[src/rtl/line_driver_diag_pkg.sv]
// Purpose: Shared constants for the line driver loopback and pattern test block
// Assumes: One bit per pclk on the serial paths, APB register access
// Notes: Long figures derive from the clock rate and are overridable at the top
package line_driver_diag_pkg;

  // ******************************************************************
  // Clock and timing
  // ******************************************************************
  localparam int CLK_HZ = 25_000_000; // pclk rate
  localparam int ERR_WINDOW_MS = 100; // Error rate observation window
  localparam int ERR_PULSE_MS = 200; // Error lamp flash on test start
  localparam int ERR_WINDOW_CYC_DEF = ERR_WINDOW_MS * (CLK_HZ / 1000);
  localparam int ERR_PULSE_CYC_DEF = ERR_PULSE_MS * (CLK_HZ / 1000);
  localparam int CONT_ERR_MIN_DEF = 64; // Errors per window that mean continuous

  // ******************************************************************
  // Pattern generator and checker
  // ******************************************************************
  localparam int PRBS_LEN = 9; // Nine stages give a 511-bit sequence
  localparam int PRBS_TAP_A = 8; // Stage nine
  localparam int PRBS_TAP_B = 4; // Stage five
  localparam logic [8:0] PRBS_SEED = 9'h1ff; // Any non-zero start
  localparam logic [3:0] LOCK_BITS = 4'h9; // Good bits before comparing

  // ******************************************************************
  // APB register map
  // ******************************************************************
  localparam int ADDR_W = 8;
  localparam logic [7:0] OFF_CONFIG = 8'h00;
  localparam logic [7:0] OFF_STATUS = 8'h04;
  localparam logic [7:0] OFF_ERRCNT = 8'h08;
  localparam logic [4:0] CONFIG_RESET = 5'h00;
  localparam int CFG_ECHO_PERMIT = 0; // dte_echo_loop_permit
  localparam int CFG_FAR_PERMIT = 1; // dte_far_loop_permit
  localparam int CFG_AUTO_RESP = 2; // auto_far_loop_response
  localparam int CFG_IF_LO = 3; // Interface kind, two bits
  localparam int CFG_IF_HI = 4;
  localparam logic [1:0] IF_X21 = 2'h2;
  localparam logic [1:0] IF_G703 = 2'h3;

  // ******************************************************************
  // Synchronised pin vector positions
  // ******************************************************************
  localparam int N_PINS = 11;
  localparam int PIN_BTN_ECHO = 0;
  localparam int PIN_BTN_FAR = 1;
  localparam int PIN_BTN_RET = 2;
  localparam int PIN_BTN_PRBS = 3;
  localparam int PIN_DTE_ECHO = 4;
  localparam int PIN_DTE_FAR = 5;
  localparam int PIN_RTS = 6;
  localparam int PIN_TXD = 7;
  localparam int PIN_RXD = 8;
  localparam int PIN_SIG_OK = 9;
  localparam int PIN_LOOP_DET = 10;

  localparam logic MARK = 1'b1; // Idle data level, also the forced off level

  // Error lamp states
  typedef enum logic [1:0] {ERR_OFF, ERR_BLINK, ERR_SOLID} err_state_t;

endpackage : line_driver_diag_pkg

[src/rtl/line_driver_loopback_bert.sv]
// Purpose: Loopback control, pattern tester and indicators of a line driver
// Assumes: pclk is the serial bit clock; every pin input is asynchronous
// Notes: Buttons toggle their mode; options live in an APB config register
//
// The implementer's own choices: register access over APB and the address map.
module line_driver_loopback_bert #(
  parameter int ERR_WINDOW_CYC = line_driver_diag_pkg::ERR_WINDOW_CYC_DEF,
  parameter int ERR_PULSE_CYC = line_driver_diag_pkg::ERR_PULSE_CYC_DEF,
  parameter int CONT_ERR_MIN = line_driver_diag_pkg::CONT_ERR_MIN_DEF,
  parameter int ERRCNT_W = 16
) (
  input wire logic pclk,
  input wire logic presetn,
  input wire logic psel,
  input wire logic penable,
  input wire logic pwrite,
  input wire logic [line_driver_diag_pkg::ADDR_W-1:0] paddr,
  input wire logic [31:0] pwdata,
  output logic [31:0] prdata,
  output logic pready,
  output logic pslverr,
  input wire logic line_echo_loop_button,
  input wire logic far_unit_loop_button,
  input wire logic near_return_loop_button,
  input wire logic prbs_test_button,
  input wire logic dte_echo_loop_req,
  input wire logic dte_far_loop_req,
  input wire logic dte_rts,
  input wire logic dte_tx_data,
  input wire logic line_rx_data,
  input wire logic line_signal_ok,
  input wire logic line_loop_req_detect,
  output logic line_tx_data,
  output logic far_loop_request,
  output logic dte_rx_data,
  output logic dte_cts,
  output logic dte_dsr,
  output logic dte_dcd,
  output logic dte_test_ind,
  output logic led_diag,
  output logic led_dcd,
  output logic led_rts,
  output logic led_td,
  output logic led_rd,
  output logic led_err
);
  import line_driver_diag_pkg::*;

  localparam int WIN_W = $clog2(ERR_WINDOW_CYC + 1);
  localparam int PUL_W = $clog2(ERR_PULSE_CYC + 1);
  localparam int CNT_W = $clog2(CONT_ERR_MIN + 1);

  // ******************************************************************
  // Pin synchronisers and button edges
  // ******************************************************************
  logic [N_PINS-1:0] pin_raw; // Asynchronous pins gathered
  logic [N_PINS-1:0] pin_meta_reg; // First stage, read only by second
  logic [N_PINS-1:0] pin_s; // Second stage, safe to use
  logic [3:0] btn_prev_reg; // Button levels one cycle ago
  logic [3:0] btn_rise; // Press events
  logic [3:0] tgl_reg; // Toggled button modes

  assign pin_raw = {line_loop_req_detect, line_signal_ok, line_rx_data, dte_tx_data, dte_rts,
                    dte_far_loop_req, dte_echo_loop_req, prbs_test_button,
                    near_return_loop_button, far_unit_loop_button, line_echo_loop_button};
  assign btn_rise = pin_s[PIN_BTN_PRBS:PIN_BTN_ECHO] & ~btn_prev_reg;

  // Two flip-flops on every pin
  always_ff @(posedge pclk or negedge presetn) begin
    if (!presetn) begin
      pin_meta_reg <= '0;
      pin_s <= '0;
    end else begin
      pin_meta_reg <= pin_raw;
      pin_s <= pin_meta_reg;
    end
  end

  // Each press flips its mode
  always_ff @(posedge pclk or negedge presetn) begin
    if (!presetn) begin
      btn_prev_reg <= '0;
      tgl_reg <= '0;
    end else begin
      btn_prev_reg <= pin_s[PIN_BTN_PRBS:PIN_BTN_ECHO];
      tgl_reg <= tgl_reg ^ btn_rise;
    end
  end

  // ******************************************************************
  // Mode selection
  // ******************************************************************
  logic [4:0] cfg_reg; // Option switches and interface kind
  logic pins_ok; // DTE loop pins usable on this interface
  logic echo_on, far_on, ret_on, prbs_on, any_mode;
  logic prbs_start; // Pattern test being switched on

  assign pins_ok = (cfg_reg[CFG_IF_HI:CFG_IF_LO] != IF_X21) &&
                   (cfg_reg[CFG_IF_HI:CFG_IF_LO] != IF_G703);
  assign echo_on = tgl_reg[PIN_BTN_ECHO] |
                   (pins_ok & cfg_reg[CFG_ECHO_PERMIT] & pin_s[PIN_DTE_ECHO]);
  assign far_on = tgl_reg[PIN_BTN_FAR] |
                  (pins_ok & cfg_reg[CFG_FAR_PERMIT] & pin_s[PIN_DTE_FAR]);
  assign ret_on = tgl_reg[PIN_BTN_RET] |
                  (cfg_reg[CFG_AUTO_RESP] & pin_s[PIN_LOOP_DET]);
  assign prbs_on = tgl_reg[PIN_BTN_PRBS];
  assign any_mode = echo_on | far_on | ret_on | prbs_on;
  assign prbs_start = btn_rise[PIN_BTN_PRBS] & ~tgl_reg[PIN_BTN_PRBS];

  // ******************************************************************
  // Pattern generator and checker
  // ******************************************************************
  logic [8:0] gen_reg; // Generator stages
  logic [8:0] chk_reg; // Last nine received bits
  logic [3:0] good_reg; // Good bits seen before lock
  logic locked_reg; // Checker in step with the stream
  logic rx_src; // Bit reaching the receiver
  logic predicted; // Expected next received bit
  logic bit_err; // One mismatch this cycle

  assign rx_src = echo_on ? line_tx_data : pin_s[PIN_RXD];
  assign predicted = chk_reg[PRBS_TAP_A] ^ chk_reg[PRBS_TAP_B];
  // Local loop or remote generator feeds the same checker
  assign bit_err = prbs_on & locked_reg & (rx_src != predicted);

  // Generator runs only during the test, reseeded on start
  always_ff @(posedge pclk or negedge presetn) begin
    if (!presetn) begin
      gen_reg <= PRBS_SEED;
    end else if (prbs_start) begin
      gen_reg <= PRBS_SEED;
    end else if (prbs_on) begin
      gen_reg <= {gen_reg[7:0], gen_reg[PRBS_TAP_A] ^ gen_reg[PRBS_TAP_B]};
    end
  end

  // Checker shifts the stream in and locks after enough good bits
  always_ff @(posedge pclk or negedge presetn) begin
    if (!presetn) begin
      chk_reg <= '0;
      good_reg <= '0;
      locked_reg <= 1'b0;
    end else if (!prbs_on) begin
      good_reg <= '0;
      locked_reg <= 1'b0;
    end else begin
      chk_reg <= {chk_reg[7:0], rx_src};
      if (!locked_reg) begin
        good_reg <= (rx_src == predicted) ? good_reg + 4'h1 : '0;
        locked_reg <= (rx_src == predicted) && (good_reg == LOCK_BITS - 4'h1);
      end
    end
  end

  // ******************************************************************
  // Error lamp
  // ******************************************************************
  logic [WIN_W-1:0] win_cnt_reg; // Position inside the window
  logic [CNT_W-1:0] win_err_reg; // Errors inside the window
  logic [PUL_W-1:0] pulse_reg; // Start flash remaining
  logic blink_reg; // Blink phase
  err_state_t err_state_reg; // Error lamp mode
  logic win_end;

  assign win_end = (win_cnt_reg == WIN_W'(ERR_WINDOW_CYC - 1));

  // Window counting and error density classification
  always_ff @(posedge pclk or negedge presetn) begin
    if (!presetn) begin
      win_cnt_reg <= '0;
      win_err_reg <= '0;
      blink_reg <= 1'b0;
      err_state_reg <= ERR_OFF;
    end else if (!prbs_on) begin
      win_cnt_reg <= '0;
      win_err_reg <= '0;
      err_state_reg <= ERR_OFF;
    end else if (win_end) begin
      win_cnt_reg <= '0;
      win_err_reg <= '0;
      blink_reg <= ~blink_reg;
      if (win_err_reg >= CNT_W'(CONT_ERR_MIN)) begin
        err_state_reg <= ERR_SOLID;
      end else if (win_err_reg != '0) begin
        err_state_reg <= ERR_BLINK;
      end else begin
        err_state_reg <= ERR_OFF;
      end
    end else begin
      win_cnt_reg <= win_cnt_reg + WIN_W'(1);
      if (bit_err && win_err_reg != CNT_W'(CONT_ERR_MIN)) begin
        win_err_reg <= win_err_reg + CNT_W'(1);
      end
    end
  end

  // Brief flash whenever the test starts
  always_ff @(posedge pclk or negedge presetn) begin
    if (!presetn) begin
      pulse_reg <= '0;
    end else if (prbs_start) begin
      pulse_reg <= PUL_W'(ERR_PULSE_CYC);
    end else if (pulse_reg != '0) begin
      pulse_reg <= pulse_reg - PUL_W'(1);
    end
  end

  logic err_lamp;
  always_comb begin
    case (err_state_reg)
      ERR_SOLID: err_lamp = 1'b1;
      ERR_BLINK: err_lamp = blink_reg;
      default: err_lamp = 1'b0;
    endcase
  end

  // ******************************************************************
  // Data paths, interface controls and lamps
  // ******************************************************************
  logic tx_next, dsr_next, dcd_next;

  assign tx_next = ret_on ? pin_s[PIN_RXD] :
                   prbs_on ? gen_reg[PRBS_TAP_A] : pin_s[PIN_TXD];
  assign dsr_next = ~ret_on;
  assign dcd_next = dsr_next & (echo_on | pin_s[PIN_SIG_OK]);

  // All interface and lamp outputs are registered
  always_ff @(posedge pclk or negedge presetn) begin
    if (!presetn) begin
      line_tx_data <= MARK;
      far_loop_request <= 1'b0;
      dte_rx_data <= MARK;
      dte_cts <= 1'b0;
      dte_dsr <= 1'b0;
      dte_dcd <= 1'b0;
      dte_test_ind <= 1'b0;
      led_diag <= 1'b0;
      led_dcd <= 1'b0;
      led_rts <= 1'b0;
      led_td <= 1'b0;
      led_rd <= 1'b0;
      led_err <= 1'b0;
    end else begin
      line_tx_data <= tx_next;
      far_loop_request <= far_on;
      dte_rx_data <= prbs_on ? MARK : rx_src;
      dte_cts <= ~prbs_on & ~ret_on;
      dte_dsr <= dsr_next;
      dte_dcd <= dcd_next;
      dte_test_ind <= any_mode;
      led_diag <= any_mode;
      led_dcd <= dcd_next | far_on;
      led_rts <= pin_s[PIN_RTS] | far_on | ret_on;
      led_td <= (tx_next != MARK) | far_on | ret_on;
      led_rd <= ~prbs_on & ((rx_src != MARK) | far_on);
      led_err <= prbs_on & ((pulse_reg != '0) | err_lamp);
    end
  end

  // ******************************************************************
  // APB slave
  // ******************************************************************
  logic [ERRCNT_W-1:0] errcnt_reg; // Saturating mismatch count
  logic sel_cfg, sel_sts, sel_cnt, mapped, wr_go;
  logic [31:0] rd_mux;

  assign sel_cfg = (paddr == OFF_CONFIG);
  assign sel_sts = (paddr == OFF_STATUS);
  assign sel_cnt = (paddr == OFF_ERRCNT);
  assign mapped = sel_cfg | sel_sts | sel_cnt;
  assign wr_go = psel & penable & pready & pwrite;
  assign rd_mux = sel_cfg ? 32'(cfg_reg) :
                  sel_sts ? 32'({err_state_reg, locked_reg, pins_ok,
                                 prbs_on, ret_on, far_on, echo_on}) :
                  sel_cnt ? 32'(errcnt_reg) : 32'h0000_0000;

  // One wait-free access phase: answer registered at the setup edge
  always_ff @(posedge pclk or negedge presetn) begin
    if (!presetn) begin
      pready <= 1'b0;
      prdata <= 32'h0000_0000;
      pslverr <= 1'b0;
      cfg_reg <= CONFIG_RESET;
    end else begin
      pready <= psel & ~penable & ~pready;
      if (psel && !penable) begin
        prdata <= pwrite ? 32'h0000_0000 : rd_mux;
        pslverr <= ~mapped;
      end
      if (wr_go && sel_cfg) begin
        cfg_reg <= pwdata[4:0];
      end
    end
  end

  // Any write to the count clears it; a new error in that cycle still counts
  always_ff @(posedge pclk or negedge presetn) begin
    if (!presetn) begin
      errcnt_reg <= '0;
    end else if (wr_go && sel_cnt) begin
      errcnt_reg <= ERRCNT_W'(bit_err);
    end else if (bit_err && errcnt_reg != '1) begin
      errcnt_reg <= errcnt_reg + ERRCNT_W'(1);
    end
  end
endmodule : line_driver_loopback_bert

[config.mk]
export PLATFORM = sky130hd
export DESIGN_NAME = line_driver_loopback_bert
export DESIGN_NICKNAME = d
export VERILOG_FILES = /design/src/rtl/line_driver_diag_pkg.sv /design/src/rtl/line_driver_loopback_bert.sv
export SDC_FILE = /design/constraint.sdc
export NUM_CORES = 1
export LEC_CHECK = 0
export ABC_AREA = 1
export BUFFER_PORTS_ARGS = -buffer_cell sky130_fd_sc_hd__buf_2
export CAP_MARGIN = 20
export CORE_MARGIN = 10
export CORE_UTILIZATION = 58
export CTS_CLUSTER_SIZE = 20
export DETAILED_ROUTE_END_ITERATION = 16
export GPL_TIMING_DRIVEN = 1
export PLACE_DENSITY = 0.82
export SLEW_MARGIN = 40
export SYNTH_ARGS = -nofsm -noshare
export SYNTH_HDL_FRONTEND = slang
export SYNTH_SLANG_ARGS = --single-unit
[constraint.sdc]
create_clock -name pclk -period 2.4 [get_ports pclk]
set_input_delay 0.48 -clock pclk [delete_from_list [all_inputs] [get_ports pclk]]
set_output_delay 0.48 -clock pclk [all_outputs]
set_load 0.03 [all_outputs]
# Word level (Yosys, flattened, before mapping)

Index checks and enable logic that the tools add are counted.

$add $sub $neg: 5
$lt $le $gt $ge: 1
Equal/unequal tests: 15
Muxes and demuxes: 29
Bitwise gates (word level): 46
Reduce and logical (&&, ||, !) cells: 15

Operators by type and width:

| operator                | number |
|---|---|
| $mux W16                | 6 |
| $mux W23                | 2 |
| $mux W22                | 2 |
| $reduce_bool A23 Y1     | 1 |
| $sub A23 B1 Y23 const B | 1 |
| $add A22 B1 Y22 const B | 1 |
| $eq A22 B22 Y1 const B  | 1 |
| $mux W7                 | 3 |
| $mux W9                 | 2 |
| $and A1 B1 Y1           | 17 |
| $add A16 B1 Y16 const B | 1 |
| $ne A16 B16 Y1 const B  | 1 |
| $or A1 B1 Y1            | 16 |
| $mux W4                 | 3 |
| $eq A8 B3 Y1 const B    | 1 |
| $eq A8 B4 Y1 const B    | 1 |
| $logic_not A8 Y1        | 1 |
| $not A1 Y1              | 8 |
| $add A7 B1 Y7 const B   | 1 |
| $ge A7 B7 Y1 const B    | 1 |
| $logic_and A1 B1 Y1     | 7 |
| $mux W1                 | 7 |
| $ne A7 B7 Y1 const B    | 1 |
| $reduce_bool A7 Y1      | 1 |
| 18 further kinds        | 25 |

Bits in registers: 175
Input bits: 56

# Logic depth before layout (Yosys ltp)

Depth after elaboration: 12
Depth in mapped cells: 11
Depth with buffers taken out: 11

# Worst setup path before layout

OpenSTA, ideal clock, no wires.

Path kind: flip-flop to flip-flop
Start point: reg tgl_reg[3]
End point: reg pulse_reg[19]
Data arrival time: 1.848 ns
Data required time: 2.287 ns
Setup slack: 0.439 ns
Cell stages (with the launch flop): 12
Buffers on the path: 5
Period minus slack after synthesis: 1.961 ns
Path through: dfrtp_1 buf_2 inv_1 buf_2 buf_1 ha_1 buf_2 inv_1 clkbuf_1 nand3b_1 nand2_1 inv_1

Longest elaborated chain between the ends: 3
Elaborated cells on any way between the ends: 4
Those cells by class: mux (1); bitwise (2); reduce/logical (1)

RTL lines:

| element                                               | line                             | text |
|---|---|---|
| from (decl)                                           | line_driver_loopback_bert.sv:61  | `logic [3:0] tgl_reg;` |
| from (signal assigned)                                | line_driver_loopback_bert.sv:86  | `tgl_reg <= tgl_reg ^ btn_rise;` |
| $not A1 Y1 (*)                                        | line_driver_loopback_bert.sv:108 | `assign prbs_start = btn_rise[PIN_BTN_PRBS] & ~tgl_reg[PIN_BTN_PRBS];` |
| $and A1 B1 Y1 (*)                                     | line_driver_loopback_bert.sv:108 |  |
| $mux W23 / $reduce_bool A2 Y1 (equally long branches) | -                                |  |
| to (signal assigned)                                  | line_driver_loopback_bert.sv:202 | `pulse_reg <= PUL_W'(ERR_PULSE_CYC);` |
| to (signal assigned)                                  | line_driver_loopback_bert.sv:204 | `pulse_reg <= pulse_reg - PUL_W'(1);` |
| to (decl)                                             | line_driver_loopback_bert.sv:160 | `logic [PUL_W-1:0] pulse_reg;` |

Mark *: on every way between the ends. The rest lies on a longest branch, timed or not.
A chain may end at the register's enable or synchronous reset.

# Worst setup path after layout

Start point: reg tgl_reg[3]
End point: reg gen_reg[0]

Longest elaborated chain between the ends: 3
Elaborated cells on any way between the ends: 4
Those cells by class: mux (1); bitwise (2); reduce/logical (1)

RTL lines:

| element                                              | line                             | text |
|---|---|---|
| $not A1 Y1                                           | line_driver_loopback_bert.sv:108 |  |
| $and A1 B1 Y1                                        | line_driver_loopback_bert.sv:108 |  |
| $mux W9 / $reduce_bool A2 Y1 (equally long branches) | -                                |  |
| to (signal assigned)                                 | line_driver_loopback_bert.sv:133 | `gen_reg <= {gen_reg[7:0], gen_reg[PRBS_TAP_A] ^ gen_reg[PRBS_TAP_B]};` |
| to (decl)                                            | line_driver_loopback_bert.sv:113 | `logic [8:0] gen_reg;` |

Parallel ways exist; a longest one is shown, timed or not.

==> results.md <==
- Outcome: finished, final reports clean
- Placeable Area: 13200 sq um
- Layout cells sized above 1: 14.7%
- Nets: 1094
- Worst Path Required: 2.77 ns
- Die W: 136 microns
- Tot Pwr: 8040 uW
- DR DRC count: 0
- CP Class: flop to flop
- Clk slew on worst S/H paths: 0.07 ns
- Worst vdd ir: 0.000942 V
- Cts bufs inserted: 17
- Clk buf depth: 2
- Final Hold Viols: 0
- Placer Congestion: 0.903
- Num rows: 42
- Largest net degree at the start of global routing: 52
- Initial Util: 59.4%
- DP HPWL: 11700 microns
- Antenna Cells: 0
- Mapped Cells: 958
- Total Routing Usage GR: 18.8%
- Slew headroom: 61.5%
- Area share of fa/ha/maj cells after synthesis: 1.75%
- Peak Freq: 502 MHz
- Synth Area in Compound Gates: 5.14%
- Post-Synth XOR/XNOR Area: 4.01%
- Die Y-Extent: 136 microns
- Drt pass-1 iters: 5
- Static Leak: 0.00457 uW
- Root Driver: clkbuf_16
- Critical Path AT: 2.36 ns
- Setup TNS: 0 ns
- Yosys warns: 0
- H-tree levels: 4
- Switching share of power: 36.1%
- Endpoints failing setup: 0
- Mux share of post-synthesis cell area: 0%
- First-pass GRT wire length: 28300 microns
- Max_cap viols: 0
- Max Slew Vio Count: 0
- Fraction of registers with async set/reset: 100%
- Register area share after synthesis: 50.8%
- Tmin final: 1.99 ns
- Combinational power share: 23.9%
- Worst Setup SP: tgl_reg[3]$_DFF_PN0_
- Total grt overflow: 0
- Post-DR vias/cell: 5.17
- Area of the multi-input gates: 3240 sq um
- Area grow syn2layout: 13.4%
- Initial antenna violation count: 0
- Max FFs per register: 23
- Design area: 8920 sq um
- Storage cell area: 3990 sq um
- Via count: 6283
- Worst r2r src: tgl_reg[3]$_DFF_PN0_
- Post-synth EDFFs: 0
- Clk_lat worst skew: 0.43 ns
- CTS tree: built
- Post-Synth Simple-Gate Area: 29.5%
- Top Ports: 103
- Area of the mapped netlist: 7860 sq um
- Tightest Pin Transition: 0.573 ns
- Crit start category: flop
- CP Max Fanout: 10
- Yosys reg bits: 159
- Antenna Nets Post-Route: 0
- RSZ-0062 raised after global routing: false
- Die ar.: 18600 sq um
- Clock power frac: 33.7%
- Drt wl/cell: 13.9 microns
- # clock sinks: 159
- Fillers: 1074
- Final Skew: 0.0111 ns
- Post-CTS Setup Repair Bufs: 0
- Hold WC Path Type: input port to flop
- Final worst-path cycle share: 83.0%
- Drt total wl: 16900 microns
- Iteration-0 DRC count of the detailed router: 537
- P_sw: 2900 uW
- P_int: 5140 uW
- # port buffers: 59
- Yosys cell types: 41
- Hold_sp: line_signal_ok
- Seq pwr share: 42.4%
- DP Area: 8300 sq um
- Pwr Density: 901 nW/um^2
- Setup crit end kind: flop
- Synthesized area per cell: 8.21 sq um
- Vias in the first global route: 6051
- Top FF cell, synth: dfrtp_1
- Largest family of logic cells by synthesized area: simple AND/OR/NAND/NOR gates
area by class of cell:
type	count	share of cell area, %
clock buffer	17	4.77
clock inverter	15	2.08
inverter	119	5.01
multi-input combinational	660	36.3
sequential	159	44.8
tap	176	2.47
timing repair buffer	70	4.62
layout by cell type, fill, tap and decap left out, drive strengths merged:
cell / instances
o21bai: 2
clkinv: 6
or2: 6
o22ai: 3
nand4: 12
o211ai: 3
nor3: 25
nor3b: 2
a21oi: 17
a22oi: 6
nand3b: 2
nand3: 79
dlygate4sd3: 1
a31oi: 2
xnor2: 8
nor2: 146
conb: 16
nand2: 251
and3: 1
dfstp: 11
a211oi: 1
nor4: 1
inv: 127
ha: 11
xor2: 28
dfrtp: 148
o31ai: 3
clkinvlp: 1
o21ai: 35
clkbuf: 17
buf: 69
layer usage:
metal  share of wire (%)  track usage (%)  vias to the layer above
met5                   0                0                        -
met4                0.98             5.62                        0
met3                 4.9             4.83                       16
li1                    -                -                     3107
met1                  45             24.1                     3004
met2                  49             30.5                      156
worst max-delay path, stage by stage (launching register included):
cell	delay, ns
dfrtp_1	0.50
inv_1	0.14
ha_1	0.38
nor2_1	0.52
inv_1	0.14
o22ai_1	0.18
inv_1	0.06
power by group through the flow:
| stage | Clock (uW) | Combinational (uW) | Sequential, uW |
|---|---|---|---|
| after floorplan | 0 | 1220 | 3580 |
| after global placement | 0 | 1830 | 3430 |
| after detailed placement | 0 | 1900 | 3450 |
| after CTS | 2740 | 1940 | 3410 |
| after global routing | 2860 | 2160 | 3450 |
| final | 2710 | 1920 | 3410 |
logic make-up (layout without fill, tap and decap cells):
family                     Yosys count  after routing
AOI/OAI and AO/OA                   72             72
buffers and inverters              154            221
and+or+nand+nor                    525            525
adders and majority gates           11             11
xor gates and xnor gates            36             36
DFF                                159            159
other                                1             16
synthesized netlist by cell type, types with 7 or more instances:
| library cell | instances | share of area (%) |
|---|---|---|
| a21oi_1 | 17 | 1.1 |
| buf_4 | 18 | 1.7 |
| dfrtp_1 | 148 | 47 |
| dfstp_2 | 11 | 3.7 |
| ha_1 | 11 | 1.8 |
| inv_1 | 112 | 5.3 |
| inv_2 | 7 | 0.33 |
| nand2_1 | 242 | 12 |
| nand2_2 | 7 | 0.56 |
| nand3_1 | 71 | 4.5 |
| nand4_1 | 12 | 0.95 |
| nor2_1 | 139 | 6.6 |
| nor3_1 | 22 | 1.4 |
| o21ai_0 | 34 | 2.2 |
| xnor2_1 | 8 | 0.89 |
| xor2_1 | 28 | 3.1 |
per-stage QoR:
| step | hold slack (ns) | instances | setup WS (ns) | utilization [%] |
|---|---|---|---|---|
| 2_1_floorplan | 0.184 | 973 | 0.439 | - |
| 3_3_place_gp | 0.333 | 1183 | 0.529 | 62.7 |
| 3_5_place_dp | 0.336 | 1183 | 0.463 | 62.7 |
| 4_1_cts | 0.133 | 1216 | 0.409 | 67.3 |
| 5_1_grt | 0.126 | 1216 | 0.234 | 67.3 |
| 6_report | 0.145 | 1216 | 0.407 | 67.3 |
path summary, 6_finish.rpt:
| kind | end | slack (ns) | depth (start not counted) |
|---|---|---|---|
| setup / recovery | gen_reg[0]$_DFFE_PN1P_ | 0.41 | 6 |
| setup reg to reg | gen_reg[0]$_DFFE_PN1P_ | 0.41 | 6 |
| hold / removal | pin_meta_reg[9]$_DFF_PN0_ | 0.15 | 1 |
| min in group asynchronous | pulse_reg[6]$_DFFE_PN0P_ | 0.55 | 2 |
| max in group asynchronous | gen_reg[5]$_DFFE_PN1P_ | 1.17 | 3 |
| hold reg to reg | pin_s[5]$_DFF_PN0_ | 0.35 | 0 |
repair_timing:
| action | CTS | global route |
|---|---|---|
| resized for setup | 0 | 0 |
| endpoints found under the hold margin | 6 | 0 |
| hold buffers | 1 | 0 |
Note: power is estimated with default switching activity, not from simulation.
